[src/hdl/bms_regs.svh]
// Register offsets, field positions, reset values and timing counts
`ifndef BMS_REGS_SVH
`define BMS_REGS_SVH

// Clock
`define BMS_CLK_PERIOD_NS      25

// Timing figures in their own units
`define BMS_PREHEAT_CHARGE_NS  6000
`define BMS_RUN_CHARGE_NS      10000
`define BMS_DEADTIME_NS        1000
`define BMS_SWEEP_STEP_NS      2000
`define BMS_PREHEAT_TIME_MS    1000

// Timing counts in clock cycles
`define BMS_PREHEAT_CHARGE_CYC (`BMS_PREHEAT_CHARGE_NS / `BMS_CLK_PERIOD_NS)
`define BMS_RUN_CHARGE_CYC     (`BMS_RUN_CHARGE_NS / `BMS_CLK_PERIOD_NS)
`define BMS_DEADTIME_CYC       (`BMS_DEADTIME_NS / `BMS_CLK_PERIOD_NS)
`define BMS_SWEEP_STEP_CYC     (`BMS_SWEEP_STEP_NS / `BMS_CLK_PERIOD_NS)
`define BMS_PREHEAT_TIME_CYC   \
	((`BMS_PREHEAT_TIME_MS * 1000000) / `BMS_CLK_PERIOD_NS)

// Over-current events tolerated before fault
`define BMS_OC_LIMIT           25

// Register byte offsets
`define BMS_OFS_PREHEAT_CHARGE 8'h00
`define BMS_OFS_RUN_CHARGE     8'h04
`define BMS_OFS_DEADTIME       8'h08
`define BMS_OFS_PREHEAT_END    8'h0C
`define BMS_OFS_STATUS         8'h10
`define BMS_OFS_IRQ_STATUS     8'h14
`define BMS_OFS_IRQ_MASK       8'h18

// Status register field positions
`define BMS_STAT_STATE_LSB     0
`define BMS_STAT_OCCNT_LSB     8
`define BMS_STAT_SENSE_LSB     16

// Reset values
`define BMS_IRQ_MASK_RST       4'h0
`define BMS_PRDATA_RST         32'h0000_0000

`endif

[src/hdl/bms_pkg.sv]
// Types shared by the ballast mode sequencer
package bms_pkg;

	typedef enum logic [2:0] {
		BMS_LOCKOUT = 3'h0,
		BMS_PREHEAT = 3'h1,
		BMS_IGNITE  = 3'h3,
		BMS_RUN     = 3'h2,
		BMS_FAULT   = 3'h6,
		BMS_BUSTRIP = 3'h7
	} bms_state_t;

	typedef struct packed {
		logic supplyOn;
		logic supplyOff;
		logic sdAbove5v0;
		logic sdAbove5v2;
		logic eolHigh;
		logic eolLow;
		logic csOver;
		logic busUnder;
	} bms_sense_t;

	typedef struct packed {
		logic busTrip;
		logic enterFault;
		logic enterRun;
		logic enterPreheat;
	} bms_event_t;

endpackage

[src/hdl/bms_mode_sequencer.sv]
// Ballast mode sequencer: state machine, gate oscillator, APB registers
//
// Functional notes
// - Lockout: gates low, oscillator grounded, timer cleared
// - Start needs supply on and shutdown low
// - First gate pulse is low side
// - Preheat: equal alternating on-times with dead time
// - Preheat timer counts up from zero
// - Charge phase is one side's on-time, alternating
// - Discharge phase is dead time, both low
// - Preheat timer end moves to ignition
// - Ignition sweeps frequency gradually to run
// - More than 25 over-currents cause fault
// - Count over-current only during low-side on-time
// - Run: one over-current pulse causes fault
// - Fault: gates low, timer cleared, oscillator stopped
// - Run: lamp-life input out of window faults
// - Fault exits only to lockout on release
// - Bus under-voltage in preheat, ignition or run: gates low, pull supply down
// - Run uses run charge length only
`timescale 1ns/1ps
`include "bms_regs.svh"
module bms_mode_sequencer #(
	parameter int          CHG_W       = 16,
	parameter int          TMR_W       = 32,
	parameter int          OC_W        = 6,
	parameter int          OC_LIMIT    = `BMS_OC_LIMIT,
	parameter int          SWEEP_STEP  = `BMS_SWEEP_STEP_CYC,
	parameter logic [31:0] PREHEAT_END = `BMS_PREHEAT_TIME_CYC
) (
	// Clock and reset
	input  wire logic                clk,
	input  wire logic                reset,
	// APB slave
	input  wire logic                psel,
	input  wire logic                penable,
	input  wire logic                pwrite,
	input  wire logic [7:0]          paddr,
	input  wire logic [31:0]         pwdata,
	output logic      [31:0]         prdata,
	output logic                     pready,
	output logic                     pslverr,
	// Comparator flags and boost request
	input  wire bms_pkg::bms_sense_t senseRaw,
	input  wire logic                boostGateReq,
	// Gate drives and analog switches
	output logic                     highSideGateOut,
	output logic                     lowSideGateOut,
	output logic                     boostGateOut,
	output logic                     oscTimingNodeGround,
	output logic                     preheatTimerNodeClear,
	output logic                     supplyPullDown,
	// Interrupt
	output logic                     irq
);
	import bms_pkg::*;

	localparam int SENSE_W = $bits(bms_sense_t);
	localparam int IRQ_W   = $bits(bms_event_t);

	////////////////////////////////////////////////////////////////////////
	// Comparator synchronisers

	logic [SENSE_W-1:0] senseSyncVec;
	bms_sense_t         sense;

	bms_sync #(
		.WIDTH(SENSE_W)
	) u_sync (
		.clk  (clk),
		.reset(reset),
		.d    (senseRaw),
		.q    (senseSyncVec)
	);

	assign sense = bms_sense_t'(senseSyncVec);

	////////////////////////////////////////////////////////////////////////
	// Declarations

	bms_state_t       state_ff;
	bms_state_t       nxt_state;
	logic [CHG_W-1:0] preheatCharge_ff;
	logic [CHG_W-1:0] runCharge_ff;
	logic [CHG_W-1:0] deadLen_ff;
	logic [TMR_W-1:0] preheatEnd_ff;
	logic [IRQ_W-1:0] irqStat_ff;
	logic [IRQ_W-1:0] nxt_irqStat;
	logic [IRQ_W-1:0] irqMask_ff;
	logic [31:0]      prdata_ff;
	logic [CHG_W-1:0] oscCnt_ff;
	logic [CHG_W-1:0] nxt_oscCnt;
	logic             charge_ff;
	logic             nxt_charge;
	logic             highTurn_ff;
	logic             nxt_highTurn;
	logic [CHG_W-1:0] curCharge_ff;
	logic [CHG_W-1:0] nxt_curCharge;
	logic [15:0]      sweepCnt_ff;
	logic [15:0]      nxt_sweepCnt;
	logic [TMR_W-1:0] phTimer_ff;
	logic [TMR_W-1:0] nxt_phTimer;
	logic [OC_W-1:0]  ocCnt_ff;
	logic [OC_W-1:0]  nxt_ocCnt;
	logic             csPrev_ff;
	logic             highGate_ff;
	logic             lowGate_ff;
	logic             boostGate_ff;
	logic             oscGround_ff;
	logic             timerClear_ff;
	logic             pullDown_ff;
	logic             irq_ff;
	bms_event_t       events;

	////////////////////////////////////////////////////////////////////////
	// APB decode

	wire        setupPhase  = psel && !penable;
	wire        accessPhase = psel && penable;
	wire        selPhChg    = paddr == `BMS_OFS_PREHEAT_CHARGE;
	wire        selRunChg   = paddr == `BMS_OFS_RUN_CHARGE;
	wire        selDead     = paddr == `BMS_OFS_DEADTIME;
	wire        selPhEnd    = paddr == `BMS_OFS_PREHEAT_END;
	wire        selStatus   = paddr == `BMS_OFS_STATUS;
	wire        selIrqStat  = paddr == `BMS_OFS_IRQ_STATUS;
	wire        selIrqMask  = paddr == `BMS_OFS_IRQ_MASK;
	wire        mapped      = selPhChg | selRunChg | selDead | selPhEnd |
	                          selStatus | selIrqStat | selIrqMask;
	wire        wrEn        = accessPhase && pwrite && mapped;
	wire        rdIrqClr    = accessPhase && !pwrite && selIrqStat;
	wire [31:0] statusWord  =
		(32'(state_ff) << `BMS_STAT_STATE_LSB) |
		(32'(ocCnt_ff) << `BMS_STAT_OCCNT_LSB) |
		(32'(senseSyncVec) << `BMS_STAT_SENSE_LSB);
	wire [31:0] rdMux       =
		selPhChg   ? 32'(preheatCharge_ff) :
		selRunChg  ? 32'(runCharge_ff) :
		selDead    ? 32'(deadLen_ff) :
		selPhEnd   ? 32'(preheatEnd_ff) :
		selStatus  ? statusWord :
		selIrqStat ? 32'(irqStat_ff) :
		selIrqMask ? 32'(irqMask_ff) : 32'h0000_0000;

	assign pready  = 1'b1;
	assign pslverr = accessPhase && !mapped;
	assign prdata  = prdata_ff;

	////////////////////////////////////////////////////////////////////////
	// Configuration registers

	always_ff @(posedge clk) begin
		if (reset) begin
			preheatCharge_ff <= CHG_W'(`BMS_PREHEAT_CHARGE_CYC);
			runCharge_ff     <= CHG_W'(`BMS_RUN_CHARGE_CYC);
			deadLen_ff       <= CHG_W'(`BMS_DEADTIME_CYC);
			preheatEnd_ff    <= TMR_W'(PREHEAT_END);
			irqMask_ff       <= `BMS_IRQ_MASK_RST;
		end else if (wrEn) begin
			if (selPhChg)
				preheatCharge_ff <= pwdata[CHG_W-1:0];
			if (selRunChg)
				runCharge_ff <= pwdata[CHG_W-1:0];
			if (selDead)
				deadLen_ff <= pwdata[CHG_W-1:0];
			if (selPhEnd)
				preheatEnd_ff <= pwdata[TMR_W-1:0];
			if (selIrqMask)
				irqMask_ff <= pwdata[IRQ_W-1:0];
		end
	end

	// Read data is captured in the setup cycle
	always_ff @(posedge clk) begin
		if (reset)
			prdata_ff <= `BMS_PRDATA_RST;
		else if (setupPhase && !pwrite)
			prdata_ff <= rdMux;
	end

	////////////////////////////////////////////////////////////////////////
	// Mode decisions

	wire running    = state_ff inside {BMS_PREHEAT, BMS_IGNITE, BMS_RUN};
	wire nxtRunning = nxt_state inside {BMS_PREHEAT, BMS_IGNITE, BMS_RUN};
	wire timing     = state_ff inside {BMS_PREHEAT, BMS_IGNITE};
	wire nxtTiming  = nxt_state inside {BMS_PREHEAT, BMS_IGNITE};
	wire phDone     = phTimer_ff >= preheatEnd_ff;
	wire sweepDone  = curCharge_ff == runCharge_ff;
	wire csRise     = sense.csOver && !csPrev_ff;
	wire ocLimit    = ocCnt_ff > OC_W'(OC_LIMIT);
	wire eolOut     = sense.eolHigh || sense.eolLow;
	wire runTrip    = state_ff == BMS_RUN && (csRise || eolOut);
	wire modeFault  = (timing && ocLimit) || runTrip;

	always_comb begin
		nxt_state = state_ff;
		unique case (state_ff)
			BMS_LOCKOUT: begin
				if (sense.supplyOn && !sense.sdAbove5v0)
					nxt_state = BMS_PREHEAT;
			end
			BMS_PREHEAT, BMS_IGNITE, BMS_RUN: begin
				if (sense.supplyOff)
					nxt_state = BMS_LOCKOUT;
				else if (sense.busUnder)
					nxt_state = BMS_BUSTRIP;
				else if (modeFault)
					nxt_state = BMS_FAULT;
				else if (state_ff == BMS_PREHEAT && phDone)
					nxt_state = BMS_IGNITE;
				else if (state_ff == BMS_IGNITE && sweepDone)
					nxt_state = BMS_RUN;
			end
			BMS_FAULT: begin
				if (sense.supplyOff || sense.sdAbove5v2)
					nxt_state = BMS_LOCKOUT;
			end
			BMS_BUSTRIP: begin
				if (sense.supplyOff)
					nxt_state = BMS_LOCKOUT;
			end
			default: begin
				nxt_state = BMS_LOCKOUT;
			end
		endcase
	end

	////////////////////////////////////////////////////////////////////////
	// Oscillator: charge is on-time, discharge is dead time

	wire [CHG_W-1:0] phaseLen = charge_ff ? curCharge_ff : deadLen_ff;
	wire             phaseEnd = ({1'b0, oscCnt_ff} + 1'b1) >= {1'b0, phaseLen};

	always_comb begin
		nxt_oscCnt   = oscCnt_ff + 1'b1;
		nxt_charge   = charge_ff;
		nxt_highTurn = highTurn_ff;
		if (!running || !nxtRunning) begin
			nxt_oscCnt   = '0;
			nxt_charge   = 1'b1;
			nxt_highTurn = 1'b0;
		end else if (phaseEnd) begin
			nxt_oscCnt   = '0;
			nxt_charge   = !charge_ff;
			nxt_highTurn = charge_ff ? highTurn_ff : !highTurn_ff;
		end
	end

	////////////////////////////////////////////////////////////////////////
	// Charge length: preheat, ignition sweep, run

	wire sweepTick = sweepCnt_ff >= 16'(SWEEP_STEP - 1);

	always_comb begin
		nxt_curCharge = preheatCharge_ff;
		nxt_sweepCnt  = '0;
		if (state_ff == BMS_RUN) begin
			nxt_curCharge = runCharge_ff;
		end else if (state_ff == BMS_IGNITE) begin
			nxt_curCharge = curCharge_ff;
			nxt_sweepCnt  = sweepTick ? 16'h0000 : sweepCnt_ff + 1'b1;
			if (sweepTick && curCharge_ff < runCharge_ff)
				nxt_curCharge = curCharge_ff + 1'b1;
			else if (sweepTick && curCharge_ff > runCharge_ff)
				nxt_curCharge = curCharge_ff - 1'b1;
		end
	end

	////////////////////////////////////////////////////////////////////////
	// Preheat timer and over-current counter

	wire ocEvent = timing && csRise && lowGate_ff;

	always_comb begin
		nxt_phTimer = '0;
		if (timing && nxtTiming)
			nxt_phTimer = (&phTimer_ff) ? phTimer_ff :
			              phTimer_ff + 1'b1;
		nxt_ocCnt = ocCnt_ff;
		if (state_ff == BMS_LOCKOUT)
			nxt_ocCnt = '0;
		else if (ocEvent && !ocLimit)
			nxt_ocCnt = ocCnt_ff + 1'b1;
	end

	////////////////////////////////////////////////////////////////////////
	// Events and interrupt status

	assign events.enterPreheat = nxt_state == BMS_PREHEAT &&
	                             state_ff != BMS_PREHEAT;
	assign events.enterRun     = nxt_state == BMS_RUN &&
	                             state_ff != BMS_RUN;
	assign events.enterFault   = nxt_state == BMS_FAULT &&
	                             state_ff != BMS_FAULT;
	assign events.busTrip      = nxt_state == BMS_BUSTRIP &&
	                             state_ff != BMS_BUSTRIP;

	// Only bits shown by the read are cleared; new events win
	wire [IRQ_W-1:0] clrMask = rdIrqClr ? prdata_ff[IRQ_W-1:0] : '0;

	assign nxt_irqStat = (irqStat_ff & ~clrMask) | events;

	////////////////////////////////////////////////////////////////////////
	// State registers

	always_ff @(posedge clk) begin
		if (reset) begin
			state_ff     <= BMS_LOCKOUT;
			oscCnt_ff    <= '0;
			charge_ff    <= 1'b1;
			highTurn_ff  <= 1'b0;
			curCharge_ff <= CHG_W'(`BMS_PREHEAT_CHARGE_CYC);
			sweepCnt_ff  <= '0;
			phTimer_ff   <= '0;
			ocCnt_ff     <= '0;
			csPrev_ff    <= 1'b0;
			irqStat_ff   <= '0;
		end else begin
			state_ff     <= nxt_state;
			oscCnt_ff    <= nxt_oscCnt;
			charge_ff    <= nxt_charge;
			highTurn_ff  <= nxt_highTurn;
			curCharge_ff <= nxt_curCharge;
			sweepCnt_ff  <= nxt_sweepCnt;
			phTimer_ff   <= nxt_phTimer;
			ocCnt_ff     <= nxt_ocCnt;
			csPrev_ff    <= sense.csOver;
			irqStat_ff   <= nxt_irqStat;
		end
	end

	////////////////////////////////////////////////////////////////////////
	// Output drives

	wire nxtOnTime = nxtRunning && nxt_charge;

	always_ff @(posedge clk) begin
		if (reset) begin
			highGate_ff   <= 1'b0;
			lowGate_ff    <= 1'b0;
			boostGate_ff  <= 1'b0;
			oscGround_ff  <= 1'b1;
			timerClear_ff <= 1'b1;
			pullDown_ff   <= 1'b0;
			irq_ff        <= 1'b0;
		end else begin
			highGate_ff   <= nxtOnTime && nxt_highTurn;
			lowGate_ff    <= nxtOnTime && !nxt_highTurn;
			boostGate_ff  <= nxtRunning && boostGateReq;
			oscGround_ff  <= !nxtRunning;
			timerClear_ff <= !nxtTiming;
			pullDown_ff   <= nxt_state == BMS_BUSTRIP;
			irq_ff        <= |(nxt_irqStat & irqMask_ff);
		end
	end

	assign highSideGateOut       = highGate_ff;
	assign lowSideGateOut        = lowGate_ff;
	assign boostGateOut          = boostGate_ff;
	assign oscTimingNodeGround   = oscGround_ff;
	assign preheatTimerNodeClear = timerClear_ff;
	assign supplyPullDown        = pullDown_ff;
	assign irq                   = irq_ff;

endmodule

[src/hdl/bms_sync.sv]
// Two-flop synchroniser for comparator flags
`timescale 1ns/1ps
module bms_sync #(
	parameter int WIDTH = 8
) (
	// Clock and reset
	input  wire logic             clk,
	input  wire logic             reset,
	// Flags
	input  wire logic [WIDTH-1:0] d,
	output logic      [WIDTH-1:0] q
);

	logic [WIDTH-1:0] meta_ff;
	logic [WIDTH-1:0] sync_ff;

	always_ff @(posedge clk) begin
		if (reset) begin
			meta_ff <= '0;
			sync_ff <= '0;
		end else begin
			meta_ff <= d;
			sync_ff <= meta_ff;
		end
	end

	assign q = sync_ff;

endmodule
[config.mk]
export PLATFORM = sky130hd
export DESIGN_NAME = bms_mode_sequencer
export DESIGN_NICKNAME = d
export VERILOG_FILES = /design/src/hdl/bms_pkg.sv /design/src/hdl/bms_mode_sequencer.sv /design/src/hdl/bms_sync.sv
export VERILOG_INCLUDE_DIRS = /design/src /design/src/hdl
export SDC_FILE = /design/constraint.sdc
export NUM_CORES = 1
export LEC_CHECK = 0
export BUFFER_PORTS_ARGS = -buffer_cell sky130_fd_sc_hd__buf_4
export CORE_MARGIN = 2
export CORE_UTILIZATION = 60
export CTS_CLUSTER_DIAMETER = 60
export DETAILED_ROUTE_END_ITERATION = 10
export GPL_TIMING_DRIVEN = 0
export PLACE_DENSITY = 0.8
export SETUP_SLACK_MARGIN = 0.4
export SKIP_CTS_REPAIR_TIMING = 1
export SYNTH_ARGS = -nofsm -noshare
export SYNTH_HDL_FRONTEND = slang
export SYNTH_SLANG_ARGS = --single-unit
[constraint.sdc]
create_clock -name clk -period 12.1 [get_ports clk]
set_input_delay 1.815 -clock clk [delete_from_list [all_inputs] [get_ports clk]]
set_output_delay 1.815 -clock clk [all_outputs]
set_load 0.02 [all_outputs]
==> qor.txt <==
Synth warnings: 0
via count: 11280
Netlist cell types: 84
I/O Buffers: 92
startpoint types: register
Max H-tree Level: 1
r2r startpoint: runCharge_ff[1]$_SDFFE_PP0P_
post-synthesis mux area share: 2.191%
top cell type's share of synthesized area: 39.23%
EDFF count, synth: 0
post-route design area: 13980 µm²
Leak Pwr: 5.630 nW
root buf cell: clkbuf_16
footprint of the multi-input gates: 6779 µm²
average cell area after synthesis: 8.403 µm²
total die area: 21130 µm²
Switching Share: 21.77%
DRT Wirelength: 36150 µm
Relative slew margins: 26.68%
Hold Path Origin: u_sync.meta_ff[7]$_SDFF_PP0_
placed cell areas: 13040 µm²
Seq pwr share: 45.7%
Reg-to-Reg End: curCharge_ff[15]$_SDFFE_PP0P_
Reg2Reg Depth: 16
TritonRoute pass-1 iters: 7
Worst Hold Endpoint: u_sync.q[7]$_SDFF_PP0_
TritonCTS Buffers: 25
Comb power frac: 4.6%
status: finished, final reports clean
Post-Synthesis Cells: 1427
period utilization: 44.17%
GRT Residual Overflow: 0
Seq/Total Area, Yosys: 39.23%
Compound-Gate Fraction of Synth Area: 17.95%
CTS clk-pin slew, worst paths: 0.06 ns
top cells by count, synth: dfxtp_1, nand2_1, nor2_1
Setup violations, final: 0
CTS tree: done
Worst path slowest cell: nand2_1
Total GRT Usage: 33.52%
die width: 145.4 µm
IO Count: 95
Hold Crit Depth: 1
DR vias/cell: 6.138
vias in the first global route: 10540
critical-path cell list: inv_1, ha_1, nor2b_1, o211ai_1, a21oi_1, o31ai_1, nand2_1, ha_1, a211oi_1, o21ai_0, a41o_1, a211o_1, a31oi_1, xnor2_1, o221ai_1, a21oi_1
final antenna diode count: 0
area added between synthesis and finish: 16.55%
Final Hold Viols: 0
RSZ-0062 raised after global routing: no
Worst Max-Slew Pin Slew: 1.091 ns
# rows: 51
Clock power frac: 49.7%
Final nets: 1693
Final Slew Violations: 0
Peak Freq: 187.1 MHz
Pint: 1.345 mW
clock net sink count: 235
global-route wire length before repair: 57020 µm
VDD IR max: 0.09692 mV
routed len/inst: 19.68 µm
DP HPWL: 27300 µm
Core Region: 19530 µm²
Synth Area in Simple Gates: 22.91%
family with the most delay on the worst path: compound AO/OA/AOI/OAI gates
RD Place Congestion: 1.001
Initial Utilization: 61.41%
Die Height: 145.4 µm
Synth Area in Adders: 8.932%
CTS Buffer Depth: 3
Setup TNS Final: 0 ns
Hold Crit Class: reg -> reg
crit path time final: 5.345 ns
critical path's largest stage delay: 0.60 ns
fraction of registers with async set/reset: 0%
post-route ant nets: 0
Critical Path Fanout Max: 17
PwrDens: 123.0 nW/µm²
sequential cell area: 4705 µm²
arrival time at the worst endpoint: 5.80 ns
R2R setup slack: 6.76 ns
largest family of logic cells by synthesized area: simple AND/OR/NAND/NOR gates
share of layout cells above drive strength 1: 11.45%
count leader, synth: dfxtp_1
largest net degree at the start of global routing: 18
clock latency on the worst-skew pair: 0.53 ns
Max-Cap Viols: 0
Crit Path Category: reg -> reg
XOR/XNOR Fraction of Synth Area: 4.236%
NetSw: 0.3744 mW
DRC: 0
initial antenna violation count: 0
Fin Clk Skew: 0.01367 ns
area leader, netlist: dfxtp_1
Required @ worst endpoint: 12.56 ns
post-synthesis register bit count: 235
Syn Std Cell Area: 11990 µm²
initial DRC count: 1296
CP bufs+invs: 1
Worst Setup End Kind: register
Layout fillers: 1529
ranking of synthesized cells by area: dfxtp_1, ha_1, nand2_1
ys flop type: dfxtp_1
## cells by family (layout without fill, tap and decap cells)
kind of cell             Yosys count  in the layout
XOR/XNOR                          58             58
AO/OA/AOI/OAI                    315            315
flip-flops                       235            235
multiplexers                      26             26
other                              2             10
buffers and inverters            135            272
AND/OR/NAND/NOR                  571            571
adder cells (fa/ha/maj)           85             85
## worst reg2reg max path: stages, from the launching register on
cell and delay [ns]:
dfxtp_1 0.41, inv_1 0.07, ha_1 0.30, nor2b_1 0.13, o211ai_1 0.16, a21oi_1 0.16
o31ai_1 0.54, nand2_1 0.60, ha_1 0.51, a211oi_1 0.57, o21ai_0 0.30, a41o_1 0.37
a211o_1 0.29, a31oi_1 0.35, xnor2_1 0.17, o221ai_1 0.16, a21oi_1 0.19
## metal layers
| metal | global-route usage (%) | up-vias | wire (µm) |
|---|---|---|---|
| met5 | 0 | - | 0 |
| li1 | - | 5290 | - |
| met3 | 5.674 | 137 | 3663 |
| met2 | 50.83 | 621 | 15300 |
| met4 | 14.85 | 0 | 2012 |
| met1 | 47.16 | 5228 | 15180 |
## layout make-up
| type | count | area share (%) |
|---|---|---|
| Buffer | 68 | 2.050 |
| Clock buffer | 33 | 5.264 |
| Clock inverter | 12 | 1.406 |
| Inverter | 67 | 1.799 |
| Multi-Input combinational cell | 1065 | 48.50 |
| Sequential cell | 235 | 33.66 |
| Tap cell | 265 | 2.372 |
| Timing Repair Buffer | 92 | 4.942 |
## placed cells by master (no fill, tap or decap), types with 34 or more instances in the layout
cell type / instances
a21oi_1: 119
dfxtp_1: 235
buf_4: 93
xnor2_1: 34
ha_1: 84
clkbuf_1: 49
nand3_1: 42
nor2_1: 137
nand2_1: 219
inv_1: 67
## registers in the layout (all words and copies together) (netlist names), 3 cells and up
signal            flops
preheatCharge_ff     16
u_sync.q              8
irqStat_ff            4
preheatEnd_ff        32
phTimer_ff           32
sweepCnt_ff          16
runCharge_ff         16
prdata               32
curCharge_ff         16
u_sync.meta_ff        8
deadLen_ff           16
ocCnt_ff              6
state_ff              3
irqMask_ff            4
oscCnt_ff            16
## stage by stage
stage | worst slack [ns] | instances | total power, mW | utilization (%) | hold WS, ns
after floorplan | 7.199 | 1435 | 0.8385 | - | 0.4132
final | 6.755 | 1837 | 1.719 | 71.58 | 0.4354
after detailed placement | 7.053 | 1792 | 0.8784 | 66.80 | 0.4316
after global placement | 7.090 | 1792 | 0.8777 | 66.80 | 0.4210
after global routing | 6.549 | 1837 | 1.759 | 71.58 | 0.4529
after CTS | 6.971 | 1837 | 1.721 | 71.58 | 0.4385
## power groups by stage
stage	Clock [mW]	Combinational [mW]	Sequential (mW)
2_1_floorplan	0	0.0329	0.806
3_3_place_gp	0	0.0748	0.803
3_5_place_dp	0	0.0754	0.803
4_1_cts	0.859	0.0760	0.786
5_1_grt	0.890	0.0822	0.786
6_report	0.855	0.0783	0.786
## worst max path at each step
stage / from / to / slack, ns / depth (start not counted)
global placement: paddr[5] / pslverr / 7.09 / 8
detailed placement: runCharge_ff[1]$_SDFFE_PP0P_ / curCharge_ff[15]$_SDFFE_PP0P_ / 7.05 / 16
global route: runCharge_ff[1]$_SDFFE_PP0P_ / curCharge_ff[15]$_SDFFE_PP0P_ / 6.55 / 16
floorplan: paddr[5] / pslverr / 7.20 / 6
finish: runCharge_ff[1]$_SDFFE_PP0P_ / curCharge_ff[15]$_SDFFE_PP0P_ / 6.76 / 16
CTS: runCharge_ff[1]$_SDFFE_PP0P_ / curCharge_ff[15]$_SDFFE_PP0P_ / 6.97 / 16
Note: power is estimated with default switching activity, not from simulation.
